[src/include/tbc_pkg.sv]
// tbc_pkg: register map, field positions, reset values and mode codes of the
// type-b capture timer.
// assumes a 32-bit AXI4-Lite register bus; every register is one aligned word.
package tbc_pkg;

	// ****************************************
	// register byte offsets
	// ****************************************
	localparam logic [7:0] REG_CTRL_A    = 8'h00;
	localparam logic [7:0] REG_CTRL_B    = 8'h04;
	localparam logic [7:0] REG_EVCTRL    = 8'h08;
	localparam logic [7:0] REG_INTCTRL   = 8'h0C;
	localparam logic [7:0] REG_INTFLAGS  = 8'h10;
	localparam logic [7:0] REG_STATUS    = 8'h14;
	localparam logic [7:0] REG_DEBUG_CONTROL_REGISTER   = 8'h18;
	localparam logic [7:0] REG_COUNT     = 8'h1C;
	localparam logic [7:0] REG_CAPTURE_COMPARE_VALUE_LOW  = 8'h20;
	localparam logic [7:0] REG_CAPTURE_COMPARE_VALUE_HIGH = 8'h24;

	// ****************************************
	// field positions
	// ****************************************
	localparam int CTRL_A_ENABLE_BIT  = 0;
	localparam int CTRL_A_CLOCK_SELECT_FIELD_LSB  = 1;
	localparam int EVCTRL_CAPT_EN_BIT = 0;
	localparam int EVCTRL_EDGE_BIT    = 4;
	localparam int EVCTRL_FILTER_BIT  = 6;
	localparam int INT_CAPT_BIT       = 0;
	localparam int STATUS_RUN_BIT     = 0;
	localparam int DBG_CONTINUE_BIT   = 0;

	// ****************************************
	// encodings and reset values
	// ****************************************
	localparam logic [1:0] CLOCK_SELECT_FIELD_DIV1      = 2'h0;
	localparam logic [1:0] CLOCK_SELECT_FIELD_DIV2      = 2'h1;
	localparam logic [1:0] CLOCK_SELECT_FIELD_COMPANION = 2'h2;

	localparam logic [2:0] MODE_PERIODIC  = 3'h0;
	localparam logic [2:0] MODE_TIMEOUT   = 3'h1;
	localparam logic [2:0] MODE_CAPT_EVT  = 3'h2;
	localparam logic [2:0] MODE_CAPT_FREQ = 3'h3;
	localparam logic [2:0] MODE_CAPT_PW   = 3'h4;

	localparam logic [15:0] COUNT_RESET  = 16'h0000;
	localparam logic [15:0] CAPTURE_COMPARE_VALUE_RESET   = 16'h0000;
	localparam logic [15:0] COUNT_BOTTOM = 16'h0000;
	localparam logic [15:0] COUNT_MAX    = 16'hFFFF;
	localparam int          PRESCALE_DIV = 2;

	localparam logic [1:0] RESP_OKAY   = 2'h0;
	localparam logic [1:0] RESP_SLVERR = 2'h2;

	// timeout-check sequence
	typedef enum logic [2:0] {
		TO_WAIT   = 3'b001,
		TO_RUN    = 3'b010,
		TO_FROZEN = 3'b100
	} tbc_to_state_t;

endpackage : tbc_pkg

[src/include/tbc_evt_if.sv]
// tbc_evt_if: filtered event edges passed from the input conditioner to the
// timer core.
// assumes both ends run on the same system clock.
`timescale 1ns/1ps
interface tbc_evt_if;
	logic filter_en;
	logic rise;
	logic fall;

	modport src (
		input  filter_en,
		output rise,
		output fall
	);
	modport dst (
		output filter_en,
		input  rise,
		input  fall
	);
endinterface : tbc_evt_if

[src/core/tbc_timer.sv]
// tbc_timer: 16-bit type-b timer/counter with periodic, timeout-check and
// input-capture modes, reached over AXI4-Lite.
// assumes event_in and companion_tick are synchronous to core_clk.
//
// Decided for this implementation: the register offsets and register access over AXI4-Lite.
`timescale 1ns/1ps
module tbc_timer
	import tbc_pkg::*;
#(
	parameter int CNT_W   = 16,
	parameter int DIV     = PRESCALE_DIV
)(
	input  wire logic        core_clk,
	input  wire logic        rst,
	input  wire logic        event_in,
	input  wire logic        companion_tick,
	input  wire logic        debug_halt,
	output logic             irq_req,
	input  wire logic [7:0]  s_axi_awaddr,
	input  wire logic        s_axi_awvalid,
	output logic             s_axi_awready,
	input  wire logic [31:0] s_axi_wdata,
	input  wire logic [3:0]  s_axi_wstrb,
	input  wire logic        s_axi_wvalid,
	output logic             s_axi_wready,
	output logic [1:0]       s_axi_bresp,
	output logic             s_axi_bvalid,
	input  wire logic        s_axi_bready,
	input  wire logic [7:0]  s_axi_araddr,
	input  wire logic        s_axi_arvalid,
	output logic             s_axi_arready,
	output logic [31:0]      s_axi_rdata,
	output logic [1:0]       s_axi_rresp,
	output logic             s_axi_rvalid,
	input  wire logic        s_axi_rready
);

	// ****************************************
	// helpers
	// ****************************************
	function automatic logic [31:0] merge(input logic [31:0] old, input logic [31:0] d, input logic [3:0] s);
		logic [31:0] r;
		r = old;
		for (int i = 0; i < 4; i++)
		begin
			if (s[i])
			begin
				r[i*8 +: 8] = d[i*8 +: 8];
			end
		end
		return r;
	endfunction : merge

	function automatic logic is_capture(input logic [2:0] m);
		return (m == MODE_CAPT_EVT) || (m == MODE_CAPT_FREQ) || (m == MODE_CAPT_PW);
	endfunction : is_capture

	function automatic logic is_mapped(input logic [7:0] a);
		return (a <= REG_CAPTURE_COMPARE_VALUE_HIGH) && (a[1:0] == 2'h0);
	endfunction : is_mapped

	// ****************************************
	// registers
	// ****************************************
	logic             enable_r;
	logic [1:0]       clock_select_field_r;
	logic [2:0]       mode_r;
	logic             capt_en_r;
	logic             edge_r;
	logic             filter_r;
	logic             int_en_r;
	logic             flag_r;
	logic             dbg_cont_r;
	logic [CNT_W-1:0] count_r;
	logic [CNT_W-1:0] capture_compare_value_r;
	logic [$clog2(DIV)-1:0] presc_r;
	tbc_to_state_t    to_state_r;
	tbc_to_state_t    to_state_nxt;
	logic [CNT_W-1:0] count_nxt;
	logic [CNT_W-1:0] capture_compare_value_nxt;
	logic             flag_set;

	// bus slave state
	logic             awready_r;
	logic             wready_r;
	logic             bvalid_r;
	logic [1:0]       bresp_r;
	logic             arready_r;
	logic             rvalid_r;
	logic [1:0]       rresp_r;
	logic [31:0]      rdata_r;
	logic             aw_hold_r;
	logic             w_hold_r;
	logic [7:0]       waddr_r;
	logic [31:0]      wdata_r;
	logic [3:0]       wstrb_r;
	logic             irq_r;

	tbc_evt_if        evt ();

	// ****************************************
	// bus write path
	// ****************************************
	wire        aw_take   = s_axi_awvalid & awready_r;
	wire        w_take    = s_axi_wvalid & wready_r;
	wire        do_write  = aw_hold_r & w_hold_r;
	wire        aw_hold_n = do_write ? 1'b0 : (aw_hold_r | aw_take);
	wire        w_hold_n  = do_write ? 1'b0 : (w_hold_r | w_take);
	wire        bvalid_n  = do_write | (bvalid_r & ~s_axi_bready);
	wire [31:0] wmerged   = merge(32'h0000_0000, wdata_r, wstrb_r);
	wire        wr_ctrl_a = do_write & (waddr_r == REG_CTRL_A);
	wire        wr_ctrl_b = do_write & (waddr_r == REG_CTRL_B);
	wire        wr_evctrl = do_write & (waddr_r == REG_EVCTRL);
	wire        wr_intctl = do_write & (waddr_r == REG_INTCTRL);
	wire        wr_intflg = do_write & (waddr_r == REG_INTFLAGS);
	wire        wr_dbg    = do_write & (waddr_r == REG_DEBUG_CONTROL_REGISTER);
	wire        wr_count  = do_write & (waddr_r == REG_COUNT);
	wire        wr_capture_compare_value_l = do_write & (waddr_r == REG_CAPTURE_COMPARE_VALUE_LOW) & wstrb_r[0];
	wire        wr_capture_compare_value_h = do_write & (waddr_r == REG_CAPTURE_COMPARE_VALUE_HIGH) & wstrb_r[0];

	// ****************************************
	// bus read path
	// ****************************************
	wire        ar_take   = s_axi_arvalid & arready_r;
	wire        rvalid_n  = ar_take | (rvalid_r & ~s_axi_rready);
	wire        running   = enable_r & ((mode_r != MODE_TIMEOUT) | (to_state_r == TO_RUN));
	logic [31:0] rd_mux;

	always_comb
	begin
		rd_mux = 32'h0000_0000;
		unique case (s_axi_araddr)
			REG_CTRL_A:    rd_mux = {29'h0, clock_select_field_r, enable_r};
			REG_CTRL_B:    rd_mux = {29'h0, mode_r};
			REG_EVCTRL:    rd_mux = {25'h0, filter_r, 1'b0, edge_r, 3'h0, capt_en_r};
			REG_INTCTRL:   rd_mux = {31'h0, int_en_r};
			REG_INTFLAGS:  rd_mux = {31'h0, flag_r};
			REG_STATUS:    rd_mux = {31'h0, running};
			REG_DEBUG_CONTROL_REGISTER:   rd_mux = {31'h0, dbg_cont_r};
			REG_COUNT:     rd_mux = {16'h0, count_r};
			REG_CAPTURE_COMPARE_VALUE_LOW:  rd_mux = {24'h0, capture_compare_value_r[7:0]};
			REG_CAPTURE_COMPARE_VALUE_HIGH: rd_mux = {24'h0, capture_compare_value_r[15:8]};
			default:       rd_mux = 32'h0000_0000;
		endcase
	end

	wire flag_rd_clr = ar_take & (s_axi_araddr == REG_CAPTURE_COMPARE_VALUE_HIGH) & is_capture(mode_r);
	// status is read-only and count reads have no side effect; reading the capture_compare_value high byte in a capture mode clears the flag
	wire flag_clr    = flag_rd_clr | (wr_intflg & wmerged[INT_CAPT_BIT]);

	// ****************************************
	// tick generation and gating
	// ****************************************
	// debug halt gating
	wire halted = debug_halt & ~dbg_cont_r;
	wire active = enable_r & ~halted;
	wire presc_wrap = (presc_r == ($clog2(DIV))'(DIV - 1));
	wire tick = (clock_select_field_r == CLOCK_SELECT_FIELD_DIV1)      ? 1'b1 :
	            (clock_select_field_r == CLOCK_SELECT_FIELD_DIV2)      ? presc_wrap :
	            (clock_select_field_r == CLOCK_SELECT_FIELD_COMPANION) ? companion_tick : 1'b0;
	wire step = active & tick;

	// ****************************************
	// event edges
	// ****************************************
	assign evt.filter_en = filter_r;

	tbc_event_filter #(
		.SAMPLES (4)
	) u_filter (
		.core_clk (core_clk),
		.rst      (rst),
		.event_in (event_in),
		.ignore   (~active | ~capt_en_r),
		.evt      (evt.src)
	);

	wire sel_edge = edge_r ? evt.fall : evt.rise;

	// ****************************************
	// counter, capture and mode sequencing
	// ****************************************
	// max and top conditions
	wire at_top = (count_r == capture_compare_value_r);
	wire at_max = (count_r == COUNT_MAX);
	wire [CNT_W-1:0] count_inc = step ? (at_max ? COUNT_BOTTOM : count_r + 16'h0001) : count_r;
	wire [31:0]      count_wr  = merge({16'h0, count_r}, wdata_r, wstrb_r);

	always_comb
	begin
		count_nxt    = count_r;
		capture_compare_value_nxt     = capture_compare_value_r;
		flag_set     = 1'b0;
		to_state_nxt = to_state_r;
		unique case (mode_r)
			MODE_PERIODIC:
			begin
				// above top runs on to max and wraps silently
				if (step && at_top)
				begin
					count_nxt = COUNT_BOTTOM;
					flag_set  = 1'b1;
				end
				else
				begin
					count_nxt = count_inc;
				end
			end
			MODE_TIMEOUT:
			begin
				unique case (to_state_r)
					TO_WAIT:
					begin
						count_nxt = count_inc;
						if (sel_edge)
						begin
							count_nxt    = COUNT_BOTTOM;
							to_state_nxt = TO_RUN;
						end
					end
					TO_RUN:
					begin
						count_nxt = count_inc;
						if (step && at_top)
						begin
							flag_set = 1'b1;
						end
						if (sel_edge)
						begin
							count_nxt    = count_r;
							to_state_nxt = TO_FROZEN;
						end
					end
					TO_FROZEN:
					begin
						if (sel_edge)
						begin
							count_nxt    = COUNT_BOTTOM;
							to_state_nxt = TO_RUN;
						end
					end
					default:
					begin
						to_state_nxt = TO_WAIT;
					end
				endcase
			end
			MODE_CAPT_EVT:
			begin
				count_nxt = count_inc;
				if (sel_edge)
				begin
					capture_compare_value_nxt = count_r;
					flag_set = 1'b1;
				end
			end
			MODE_CAPT_FREQ:
			begin
				count_nxt = count_inc;
				if (sel_edge)
				begin
					capture_compare_value_nxt  = count_r;
					count_nxt = COUNT_BOTTOM;
					flag_set  = 1'b1;
				end
			end
			MODE_CAPT_PW:
			begin
				// restart on rise, capture on fall
				count_nxt = count_inc;
				if (evt.rise)
				begin
					count_nxt = COUNT_BOTTOM;
				end
				else if (evt.fall)
				begin
					capture_compare_value_nxt = count_r;
					flag_set = 1'b1;
				end
			end
			default:
			begin
				count_nxt = count_inc;
			end
		endcase
		// software writes win over counting and capture
		if (wr_count)
		begin
			count_nxt = count_wr[CNT_W-1:0];
		end
		if (wr_capture_compare_value_l)
		begin
			capture_compare_value_nxt[7:0] = wdata_r[7:0];
		end
		if (wr_capture_compare_value_h)
		begin
			capture_compare_value_nxt[15:8] = wdata_r[7:0];
		end
		// timeout sequence leaves its state when the mode changes
		if (wr_ctrl_b || !enable_r)
		begin
			to_state_nxt = TO_WAIT;
		end
	end

	// ****************************************
	// control and status flip-flops
	// ****************************************
	always_ff @(posedge core_clk)
	begin
		if (rst)
		begin
			enable_r   <= 1'b0;
			clock_select_field_r   <= CLOCK_SELECT_FIELD_DIV1;
			mode_r     <= MODE_PERIODIC;
			capt_en_r  <= 1'b0;
			edge_r     <= 1'b0;
			filter_r   <= 1'b0;
			int_en_r   <= 1'b0;
			flag_r     <= 1'b0;
			dbg_cont_r <= 1'b0;
			count_r    <= COUNT_RESET;
			capture_compare_value_r     <= CAPTURE_COMPARE_VALUE_RESET;
			presc_r    <= '0;
			to_state_r <= TO_WAIT;
			irq_r      <= 1'b0;
		end
		else
		begin
			if (wr_ctrl_a)
			begin
				enable_r <= wmerged[CTRL_A_ENABLE_BIT];
				clock_select_field_r <= wmerged[CTRL_A_CLOCK_SELECT_FIELD_LSB +: 2];
			end
			if (wr_ctrl_b)
			begin
				mode_r <= wmerged[2:0];
			end
			if (wr_evctrl)
			begin
				capt_en_r <= wmerged[EVCTRL_CAPT_EN_BIT];
				edge_r    <= wmerged[EVCTRL_EDGE_BIT];
				filter_r  <= wmerged[EVCTRL_FILTER_BIT];
			end
			if (wr_intctl)
			begin
				int_en_r <= wmerged[INT_CAPT_BIT];
			end
			if (wr_dbg)
			begin
				dbg_cont_r <= wmerged[DBG_CONTINUE_BIT];
			end
			// a new event in the clearing cycle keeps the flag set
			flag_r     <= flag_set | (flag_r & ~flag_clr);
			count_r    <= count_nxt;
			capture_compare_value_r     <= capture_compare_value_nxt;
			presc_r    <= (active & ~presc_wrap) ? presc_r + 1'b1 : '0;
			to_state_r <= to_state_nxt;
			irq_r      <= (flag_set | (flag_r & ~flag_clr)) & (wr_intctl ? wmerged[INT_CAPT_BIT] : int_en_r);
		end
	end

	// ****************************************
	// bus slave flip-flops
	// ****************************************
	always_ff @(posedge core_clk)
	begin
		if (rst)
		begin
			aw_hold_r <= 1'b0;
			w_hold_r  <= 1'b0;
			awready_r <= 1'b0;
			wready_r  <= 1'b0;
			bvalid_r  <= 1'b0;
			bresp_r   <= RESP_OKAY;
			waddr_r   <= 8'h00;
			wdata_r   <= 32'h0000_0000;
			wstrb_r   <= 4'h0;
			arready_r <= 1'b0;
			rvalid_r  <= 1'b0;
			rresp_r   <= RESP_OKAY;
			rdata_r   <= 32'h0000_0000;
		end
		else
		begin
			aw_hold_r <= aw_hold_n;
			w_hold_r  <= w_hold_n;
			awready_r <= ~aw_hold_n & ~bvalid_n;
			wready_r  <= ~w_hold_n & ~bvalid_n;
			bvalid_r  <= bvalid_n;
			arready_r <= ~rvalid_n;
			rvalid_r  <= rvalid_n;
			if (aw_take)
			begin
				waddr_r <= s_axi_awaddr;
			end
			if (w_take)
			begin
				wdata_r <= s_axi_wdata;
				wstrb_r <= s_axi_wstrb;
			end
			if (do_write)
			begin
				bresp_r <= is_mapped(waddr_r) ? RESP_OKAY : RESP_SLVERR;
			end
			if (ar_take)
			begin
				rdata_r <= rd_mux;
				rresp_r <= is_mapped(s_axi_araddr) ? RESP_OKAY : RESP_SLVERR;
			end
		end
	end

	assign irq_req       = irq_r;
	assign s_axi_awready = awready_r;
	assign s_axi_wready  = wready_r;
	assign s_axi_bvalid  = bvalid_r;
	assign s_axi_bresp   = bresp_r;
	assign s_axi_arready = arready_r;
	assign s_axi_rvalid  = rvalid_r;
	assign s_axi_rresp   = rresp_r;
	assign s_axi_rdata   = rdata_r;

endmodule : tbc_timer

[src/core/tbc_event_filter.sv]
// tbc_event_filter: optional four-sample noise canceler and edge detector on the
// event input.
// assumes event_in is synchronous to core_clk; runs on every core_clk edge.
`timescale 1ns/1ps
module tbc_event_filter
	import tbc_pkg::*;
#(
	parameter int SAMPLES = 4
)(
	input  wire logic core_clk,
	input  wire logic rst,
	input  wire logic event_in,
	input  wire logic ignore,
	tbc_evt_if.src    evt
);

	logic [SAMPLES-1:0] hist_r;
	logic               level_r;
	logic               prev_r;
	logic               rise_r;
	logic               fall_r;
	logic               level_nxt;
	wire                all_high = &hist_r;
	wire                all_low  = ~|hist_r;

	// ****************************************
	// sample history and stable level
	// ****************************************
	// undivided clock sampling
	// the history shifts on every system clock, never on the prescaled tick
	// four agreeing samples
	assign level_nxt = !evt.filter_en ? event_in :
	                   (all_high ? 1'b1 : (all_low ? 1'b0 : level_r));

	always_ff @(posedge core_clk)
	begin
		if (rst)
		begin
			hist_r  <= '0;
			level_r <= 1'b0;
			prev_r  <= 1'b0;
			rise_r  <= 1'b0;
			fall_r  <= 1'b0;
		end
		else
		begin
			hist_r  <= {hist_r[SAMPLES-2:0], event_in};
			level_r <= level_nxt;
			prev_r  <= level_r;
			// edges seen while ignored are dropped, not queued
			rise_r  <= level_r & ~prev_r & ~ignore;
			fall_r  <= ~level_r & prev_r & ~ignore;
		end
	end

	assign evt.rise = rise_r;
	assign evt.fall = fall_r;

endmodule : tbc_event_filter

[config.mk]
export PLATFORM = sky130hd
export DESIGN_NAME = tbc_timer
export DESIGN_NICKNAME = d
export VERILOG_FILES = /design/src/include/tbc_pkg.sv /design/src/include/tbc_evt_if.sv /design/src/core/tbc_timer.sv /design/src/core/tbc_event_filter.sv
export SDC_FILE = /design/constraint.sdc
export NUM_CORES = 1
export LEC_CHECK = 0
export BUFFER_PORTS_ARGS = -buffer_cell sky130_fd_sc_hd__buf_2
export CORE_MARGIN = 2
export CORE_UTILIZATION = 38
export CTS_BUF_LIST = sky130_fd_sc_hd__clkbuf_2 sky130_fd_sc_hd__clkbuf_4 sky130_fd_sc_hd__clkbuf_8
export DETAILED_ROUTE_END_ITERATION = 8
export GPL_TIMING_DRIVEN = 0
export SYNTH_ARGS = -nofsm -noshare
export SYNTH_HDL_FRONTEND = slang
export SYNTH_SLANG_ARGS = --single-unit
[constraint.sdc]
create_clock -name core_clk -period 4.6 [get_ports core_clk]
set_clock_uncertainty 0.15 [all_clocks]
set_input_delay 0.69 -clock core_clk [delete_from_list [all_inputs] [get_ports core_clk]]
set_output_delay 0.69 -clock core_clk [all_outputs]
set_load 0.005 [all_outputs]
==> results.py, run 1 <==
metrics = {
    "finish": {
        "final_cell_area_mm2": 0.00662,
        "multi_input_area_mm2": 0.00335,
        "layout-drive-gt1-share_pct": 19.1,
        "final_nets": 853,
        "diodes": 0,
        "area_growth_pct": 14.4,
        "seqCellArea_mm2": 0.00216,
        "utilization_pct": 44.0,
        "fillers": 1575,
    },
    "sta": {
        "period_share_pct": 64.1,
        "whs_ns": 0.267,
        "rsz0062_at_grt": "false",
        "setup_slack_ns": 1.65,
        "hold_viol": 0,
        "slew_violations": 0,
        "max_freq_mhz": 339,
        "fin_setup_tns_ns": 0,
        "timing.slew.headroom_pct": 33.7,
        "setup_viol": 0,
        "fin_crit_ns": 2.95,
        "tightest_slew_ns": 0.986,
    },
    "drt": {
        "drc": 0,
        "totalWireLength_um": 17100,
        "wire_per_inst_um": 17.4,
        "dr_total_vias": 5336,
        "via_per_inst": 5.43,
        "ant_nets": 0,
        "drtIter0Drc": 465,
        "drtPass1Iterations": 5,
    },
    "clock_tree": {
        "post_cts_buffers": 0,
        "cts_sinks": 108,
        "clkLatencyLatePin_ns": 0.39,
        "tritoncts": "built",
        "clk_path_buf_depth": 2,
        "cts_buffers": 9,
        "htree_num_levels": 3,
        "path_clk_slew_ns": 0.10,
        "clock_tree.root_cell": "clkbuf_8",
        "holdBufCountCts": 0,
        "cts_resized": 0,
    },
    "logic_synthesis": {
        "synth_area_leaders": "dfxtp_1, nand2_1, a21oi_1",
        "syn_area_mm2": 0.00579,
        "yosysMostFrequentCell": "dfxtp_1",
        "synth_top_area_share_pct": 37.4,
        "ys_async_sr_fraction_pct": 0,
        "ys.flop_type": "dfxtp_1",
        "synth-seq-cells": 108,
        "synth-edff-count": 0,
        "yosys.area.top_type": "dfxtp_1",
        "ys_types": 71,
        "syn-instance-count": 695,
        "yosys_warnings": 0,
        "synth-seq-area-share_pct": 37.4,
        "synth_commonest_cells": "dfxtp_1, nand2_1, nor2_1, a21oi_1",
        "avgSynthCellArea_um2": 8.33,
    },
    "die": {
        "std_cell_rows": 45,
        "core-area_mm2": 0.0150,
        "die_w_um": 127,
        "fp.dieH_um": 127,
        "initial_utilization_pct": 38.5,
        "dieArea_mm2": 0.0162,
        "ios": 104,
    },
    "global_routing": {
        "grt_pass1_vias": 4937,
        "grt_pass1_wl_um": 26800,
        "grt_start_max_net_pins": 18,
        "antenna_found_initial": 0,
        "track_usage_pct": 21.3,
        "gr-total-overflow": 0,
    },
    "worst_setup_path": {
        "critPathKind": "in -> reg",
        "worst_setup_path_end_kind": "register",
        "worstPathArrival_ns": 3.09,
        "start_kind": "input pin",
        "crit_required_ns": 4.74,
        "r2r_cells": 6,
        "path_max_fanout": 7,
    },
    "pwr": {
        "p_clk_share_pct": 35.4,
        "power_frac_comb_pct": 7.5,
        "ir_drop_v": 0.000201,
        "p_int_w": 0.00127,
        "swShare_pct": 25.6,
        "leakagePower_nw": 2.50,
        "power.density_mw_per_mm2": 258,
        "pwr-share-seq_pct": 57.2,
        "p_sw_w": 0.000437,
    },
    "flow_run": {
        "cap_violations": 0,
    },
    "min_path": {
        "hold_path_class": "reg -> reg",
        "whs_path_depth": 1,
    },
    "placement": {
        "port_buffers": 67,
        "placed_area_mm2": 0.00642,
        "dp_hpwl_um": 12800,
        "place_ws_ns": 1.25,
        "globalplace.congestion": 0.918,
    },
    "run_status": {
        "outcome": "complete, no violations",
    },
}
## path summary, 6_finish.rpt
check                                              from         end  slack [ns]
worst max-delay path                     companion_tick  count_r[7]        1.65
worst min-delay path                            presc_r     presc_r        0.27
worst max register to register  clock_select_field_r[0]  count_r[7]        1.66
worst min register to register                  presc_r     presc_r        0.27
## cell usage in the layout (no fill, tap or decap), types with 9 or more instances in the layout
cell type / instances
clkbuf_1: 23
nor3_1: 12
dfxtp_1: 108
clkbuf_8: 10
a21oi_1: 58
and2_1: 11
a211oi_1: 18
nor2_1: 66
mux2i_1: 23
nand3_1: 23
nand4_1: 9
buf_2: 79
a22oi_1: 18
nor2b_1: 13
conb_1: 18
buf_4: 19
mux2_2: 9
nand2_1: 99
and3_1: 12
o21ai_0: 18
xnor2_1: 17
## cell type report
| type | count | area share, % |
|---|---|---|
| multi-input cells | 541 | 50.6 |
| clock buffers | 10 | 2.08 |
| clock inverters | 5 | 0.907 |
| plain buffers | 58 | 4.82 |
| repair buffers | 67 | 5.07 |
| flip-flops and latches | 108 | 32.7 |
| well taps | 188 | 3.55 |
| inverters | 5 | 0.284 |
## power by group through the flow
| stage | registers (W) | clock network, W | logic [W] |
|---|---|---|---|
| after floorplan | 0.000989 | 0 | 0.0000783 |
| after global placement | 0.000996 | 0 | 0.000126 |
| after detailed placement | 0.000997 | 0 | 0.000127 |
| after CTS | 0.000975 | 0.000616 | 0.000128 |
| after global routing | 0.000979 | 0.000650 | 0.000143 |
| final | 0.000976 | 0.000604 | 0.000128 |
## worst max-delay path: stages
cell	delay, ns
buf_2	0.11
nor2b_1	0.15
o2111ai_1	0.71
nor3_1	0.26
a221oi_2	0.53
nor2_2	0.22
a2111oi_2	0.41
## metal layers
layer	up-vias	GRT usage, %	share of wire (%)
li1	2678	-	-
met1	2462	29.2	48
met2	180	33.2	44
met3	16	4.98	6.5
met4	0	6.40	1.5
met5	-	0	0
## state kept, by name (all words and copies together), names as in the netlist, 2 cells and up
register	cells
wstrb_r	2
capture_compare_value_r	16
mode_r	3
waddr_r	8
to_state_r	3
s_axi_rdata	16
wdata_r	16
clock_select_field_r	2
count_r	16
u_filter.hist_r	4
## stage by stage
stage	instances	power (W)
after floorplan	712	0.00107
after global placement	967	0.00112
after detailed placement	967	0.00112
after CTS	982	0.00172
after global routing	982	0.00177
final	982	0.00171
## cell families after synthesis
kind of cell	Yosys count	synth area share, %
simple gates	297	26.8
mux	33	5.97
buf+inv	63	5.84
xor+xnor	17	2.57
flops	108	37.4
compound gates	175	21.2
other cells	1	0.0648
fa+ha+maj	1	0.216
(Power assumes the default switching activity.)
==> run 2, diff against run 1 <==
==> constraint.sdc (replaced) <==
create_clock -name core_clk -period 2.48 [get_ports core_clk]
set_clock_uncertainty 0.15 [all_clocks]
set_input_delay 0.372 -clock core_clk [delete_from_list [all_inputs] [get_ports core_clk]]
set_output_delay 0.372 -clock core_clk [all_outputs]
set_load 0.005 [all_outputs]
==> run 2 against run 1 <==
Net effect:
- cell count increased by 1.9%
- via count increased by 3.4%
- first-iteration DRC count decreased by 6.7%
- non-clock buffer count increased by 18
- routed wire length increased by 2.4%
- sequential cell count unchanged
- clock power increased by 85%
- hold slack got worse by 0.22 ns
- critical path type is now reg -> reg
- critical endpoint is now count_r[11]
==> results.py, run 2 (same netlist as run 1, synthesis figures left out) <==
metrics = {
    "clock_tree": {
        "clkLatencyLatePin_ns": 0.40,
        "tritoncts": "built",
        "cts_sinks": 108,
        "path_clk_slew_ns": 0.10,
        "holdBufCountCts": 0,
        "clock_tree.root_cell": "clkbuf_8",
        "clk_path_buf_depth": 2,
        "cts_buffers": 9,
        "htree_num_levels": 3,
    },
    "drt": {
        "drc": 0,
        "via_per_inst": 5.51,
        "dr_total_vias": 5515,
        "totalWireLength_um": 17500,
        "drtIter0Drc": 434,
        "drtPass1Iterations": 5,
        "ant_nets": 0,
        "wire_per_inst_um": 17.5,
    },
    "die": {
        "core-area_mm2": 0.0150,
        "die_w_um": 127,
        "std_cell_rows": 45,
        "ios": 104,
        "fp.dieH_um": 127,
        "initial_utilization_pct": 38.5,
        "dieArea_mm2": 0.0162,
    },
    "pwr": {
        "p_int_w": 0.00236,
        "p_sw_w": 0.000814,
        "p_clk_share_pct": 35.2,
        "ir_drop_v": 0.000373,
        "p_total_w": 0.00317,
        "power_frac_comb_pct": 7.8,
        "leakagePower_nw": 2.67,
        "swShare_pct": 25.6,
        "power.density_mw_per_mm2": 455,
        "pwr-share-seq_pct": 57.0,
    },
    "run_status": {
        "outcome": "complete, no violations",
    },
    "sta": {
        "hold_viol": 0,
        "fin_crit_ns": 2.44,
        "setup_viol": 0,
        "rsz0062_at_grt": "true",
        "max_freq_mhz": 410,
        "tightest_slew_ns": 0.889,
        "period_share_pct": 98.3,
        "slew_violations": 0,
        "timing.slew.headroom_pct": 40.7,
    },
    "worst_setup_path": {
        "path_max_fanout": 7,
        "start_kind": "register",
        "worst_setup_path_end_kind": "register",
        "crit_required_ns": 2.65,
        "worstPathArrival_ns": 2.61,
        "critPathKind": "reg -> reg",
    },
    "global_routing": {
        "gr-total-overflow": 0,
        "gr-usage-met2_pct": 33.5,
        "grt_pass1_vias": 4973,
        "grt_use_met1_pct": 29.0,
        "track_usage_pct": 21.4,
        "busiest_layer": "met2",
        "grt_start_max_net_pins": 18,
        "antenna_found_initial": 0,
        "met3_usage_pct": 5.28,
        "grt_pass1_wl_um": 26900,
    },
    "finish": {
        "diodes": 0,
        "final_cell_mix": "dfxtp_1, nand2_1, buf_2, nor2_1, a21oi_1",
        "final_nets": 872,
        "area_growth_pct": 20.4,
        "stdcell_count": 1001,
        "layout-drive-gt1-share_pct": 23.2,
        "fillers": 1543,
        "utilization_pct": 46.4,
        "final_common_cell": "dfxtp_1",
    },
    "min_path": {
        "hold_path_class": "in -> reg",
    },
    "placement": {
        "globalplace.congestion": 0.918,
        "port_buffers": 67,
        "dp.cells": 967,
        "dp_hpwl_um": 12800,
    },
    "flow_run": {
        "cap_violations": 0,
    },
}
==> run 2: changes by cell type in the layout (fill, tap and decap cells not counted), sizes merged <==
cell	previous run	this run
clkbuf	33	34
buf	102	119
nand2	102	103
==> run 2: power groups by stage <==
stage / sequential [W] / clock, W / combinational [W]
detailed placement: 0.00185 / 0 / 0.000236
finish: 0.00181 / 0.00112 / 0.000247
CTS: 0.00181 / 0.00114 / 0.000237
floorplan: 0.00183 / 0 / 0.000145
global route: 0.00182 / 0.00121 / 0.000274
global placement: 0.00185 / 0 / 0.000235
==> run 2: layout make-up <==
type,instances,area (µm²),area share [%]
well taps,188,235,3.37
clock inverters,5,60.1,0.862
multi-input cells,542,3520,50.6
flip-flops and latches,108,2170,31.1
clock buffers,10,138,1.97
repair buffers,88,505,7.25
inverters,5,18.8,0.269
plain buffers,55,319,4.58
==> run 2: metrics by stage <==
stage,TNS [ns],area [µm²],hold slack (ns),setup WS [ns]
floorplan,0,5850,0.239,0.222
global placement,-5.67,6420,0.252,-0.492
detailed placement,-6.13,6420,0.248,-0.549
CTS,-0.0325,6680,0.0305,-0.0325
global route,-0.0718,6970,0.0373,-0.0266
finish,0,6970,0.0513,0.0431
==> run 2: critical path, stage by stage, from the launching register on <==
cell and delay (ns):
dfxtp_4 0.36, or4b_4 0.54, buf_8 0.15, buf_4 0.13, nor4_4 0.26, buf_4 0.20
a211oi_1 0.06, a311o_1 0.35, a211oi_2 0.18
==> run 2: final timing paths <==
check,startpoint,end,slack (ns),depth (start not counted)
worst max-delay path,waddr_r[5],count_r[11],0.04,8
worst min-delay path,s_axi_wdata[11],wdata_r[11],0.05,3
worst max register to register,waddr_r[5],count_r[11],0.04,8
worst min register to register,presc_r,presc_r,0.27,1
==> run 2: repair_timing <==
item,CTS,global route
pin swaps,2,10
setup buffers,2,19
gates resized for setup,7,28
gates cloned,0,1
endpoints found under the setup margin,11,39
endpoints found under the hold margin,0,0
==> run 2: routing by layer <==
| metal | routed length, µm | vias up |
|---|---|---|
| met1 | 8070 | 2537 |
| met5 | 0 | - |
| met4 | 305 | 0 |
| met3 | 1340 | 19 |
| li1 | - | 2721 |
| met2 | 7760 | 238 |
==> run 3, diff against run 2 <==
--- a/config.mk
+++ b/config.mk
@@ -7,10 +7,11 @@
 export LEC_CHECK = 0
 export BUFFER_PORTS_ARGS = -buffer_cell sky130_fd_sc_hd__buf_2
 export CORE_MARGIN = 2
-export CORE_UTILIZATION = 38
+export CORE_UTILIZATION = 52
 export CTS_BUF_LIST = sky130_fd_sc_hd__clkbuf_2 sky130_fd_sc_hd__clkbuf_4 sky130_fd_sc_hd__clkbuf_8
 export DETAILED_ROUTE_END_ITERATION = 8
 export GPL_TIMING_DRIVEN = 0
+export PLACE_DENSITY = 0.78
 export SYNTH_ARGS = -nofsm -noshare
 export SYNTH_HDL_FRONTEND = slang
 export SYNTH_SLANG_ARGS = --single-unit
==> run 3 against run 2 <==
Net effect:
- core utilization rose by 16 points
- sequential power hardly changed
- fmax grew 0.54%
- worst setup slack gained 0.013 ns
- routed wire length is 1.7% lower
- first-iteration DRC count rose by 12%
- critical path depth up 1
- cell count fell by 5.6%
- non-clock buffer count decreased by 8
- clock-buffer cell count down 1
- global-route usage is 7.9 points higher
==> results.py, run 3 (same netlist as run 1, synthesis figures left out) <==
metrics = {
    "drt": {
        "drc": 0,
        "ant_nets": 0,
        "wire_per_inst_um": 18.2,
        "drtPass1Iterations": 8,
        "drtIter0Drc": 485,
        "dr_total_vias": 5715,
        "via_per_inst": 6.05,
        "totalWireLength_um": 17200,
    },
    "finish": {
        "diodes": 0,
        "area_growth_pct": 17.3,
        "final_nets": 863,
        "final_common_cell": "dfxtp_1",
        "layout-drive-gt1-share_pct": 22.1,
        "final_cell_mix": "dfxtp_1, nand2_1, buf_2, nor2_1, a21oi_1",
    },
    "pwr": {
        "leakagePower_nw": 2.62,
        "power_frac_comb_pct": 7.6,
        "p_int_w": 0.00227,
        "ir_drop_v": 0.000361,
        "power.density_mw_per_mm2": 463,
        "p_sw_w": 0.000876,
        "p_total_w": 0.00314,
        "pwr-share-seq_pct": 57.7,
        "p_clk_share_pct": 34.8,
        "swShare_pct": 27.9,
    },
    "worst_setup_path": {
        "worstPathArrival_ns": 2.53,
        "r2r_start": "mode_r[0]",
        "r2r_cells": 9,
        "ff2ff_setup_slack_ns": 0.06,
        "max_stage_delay_ns": 0.35,
        "cp_top_family": "simple AND/OR/NAND/NOR gates",
        "r2r-end": "count_r[10]",
        "crit_required_ns": 2.59,
        "start_kind": "register",
        "worst_setup_path_end_kind": "register",
        "cpMaxStageDelayCell": "dfxtp_1",
        "crit_chain": "clkbuf_4 > or3b_1 > buf_2 > nor2_2 > a31o_4 > buf_2 > nand2_1 > a21oi_1 > a311oi_1",
        "path_max_fanout": 10,
        "critPathKind": "reg -> reg",
        "crit_top_cell": "buf_2",
        "cp.buffers_inverters": 3,
    },
    "die": {
        "core-area_mm2": 0.0108,
        "dieArea_mm2": 0.0120,
        "initial_utilization_pct": 53.4,
        "ios": 104,
        "die_w_um": 110,
        "fp.dieH_um": 110,
        "std_cell_rows": 38,
    },
    "global_routing": {
        "antenna_found_initial": 0,
        "grt_pass1_wl_um": 27000,
        "grt_pass1_vias": 5247,
        "track_usage_pct": 29.3,
        "gr-total-overflow": 0,
        "grt_start_max_net_pins": 22,
    },
    "min_path": {
        "hold_path_class": "in -> reg",
        "hp-start": "s_axi_awaddr[5]",
        "whs_path_depth": 3,
        "hold_end": "waddr_r[5]",
    },
    "clock_tree": {
        "cts_sinks": 108,
        "cts_buffers": 9,
        "htree_num_levels": 3,
        "clkLatencyLatePin_ns": 0.39,
        "path_clk_slew_ns": 0.12,
        "clk_path_buf_depth": 2,
        "tritoncts": "built",
        "clock_tree.root_cell": "clkbuf_8",
        "holdBufCountCts": 0,
    },
    "sta": {
        "fin_crit_ns": 2.42,
        "rsz0062_at_grt": "true",
        "max_freq_mhz": 413,
        "tightest_slew_ns": 0.932,
        "fin_setup_tns_ns": 0,
        "setup_viol": 0,
        "slew_violations": 0,
        "whs_ns": 0.0587,
        "hold_viol": 0,
        "timing.slew.headroom_pct": 37.3,
        "period_share_pct": 97.7,
        "setup_slack_ns": 0.0561,
    },
    "placement": {
        "globalplace.congestion": 0.995,
        "dp_hpwl_um": 12900,
        "place_ws_ns": -0.411,
        "port_buffers": 67,
    },
    "run_status": {
        "outcome": "complete, no violations",
    },
    "flow_run": {
        "cap_violations": 0,
    },
}
## run 3: timing repair
| action | 4_1_cts | 5_1_grt |
|---|---|---|
| setup endpoints to repair | 10 | 33 |
| gates cloned | 0 | 0 |
| hold endpoints to repair | 0 | 0 |
| pin swaps | 2 | 8 |
| resized for setup | 9 | 17 |
| setup buffers | 4 | 7 |
## run 3: worst min-delay path: cells and delay by family
kind | cells | cell delay, ns
and+or+nand+nor | 1 | 0.05
buffers and inverters | 1 | 0.10
AOI/OAI and AO/OA | 1 | 0.05
## run 3: cell type report
class                           instances  area [µm²]
Buffer                                 57         319
Clock buffer                            9         124
Clock inverter                          7        75.1
Fill cell                             958        4050
Inverter                                5        18.8
Multi-Input combinational cell        541        3480
Sequential cell                       108        2160
Tap cell                              140         175
Timing Repair Buffer                   78         430
## run 3: worst max path at each step
stage | slack [ns] | from | depth (start not counted) | end
2_1_floorplan | 0.22 | companion_tick | 6 | count_r[7]
3_3_place_gp | -0.38 | companion_tick | 7 | count_r[7]
6_report | 0.06 | mode_r[0] | 9 | count_r[10]
4_1_cts | 0.006 | count_r[9] | 7 | count_r[7]
5_1_grt | -0.06 | mode_r[0] | 9 | count_r[9]
3_5_place_dp | -0.41 | companion_tick | 7 | count_r[7]
## run 3: through the flow
stage,cell area [µm²],instances,util (%)
after CTS,6660,939,61.5
final,6790,945,62.6
after floorplan,5850,712,-
after global routing,6790,945,62.6
after detailed placement,6360,919,58.7
after global placement,6360,919,58.7
## run 3: power groups by stage
stage / Sequential [W] / Combinational (W) / Clock (W)
finish: 0.00181 / 0.000239 / 0.00109
global placement: 0.00185 / 0.000226 / 0
global route: 0.00182 / 0.000265 / 0.00118
CTS: 0.00181 / 0.000234 / 0.00112
detailed placement: 0.00185 / 0.000233 / 0
floorplan: 0.00183 / 0.000145 / 0
## run 3: routing by layer
layer  part of all wire, %  GRT usage, %  vias to the layer above
met5                     0             0                        -
li1                      -             -                     2694
met1                    42          39.2                     2675
met3                   8.2          4.09                       51
met2                    47          46.7                      295
met4                   3.3          13.3                        0
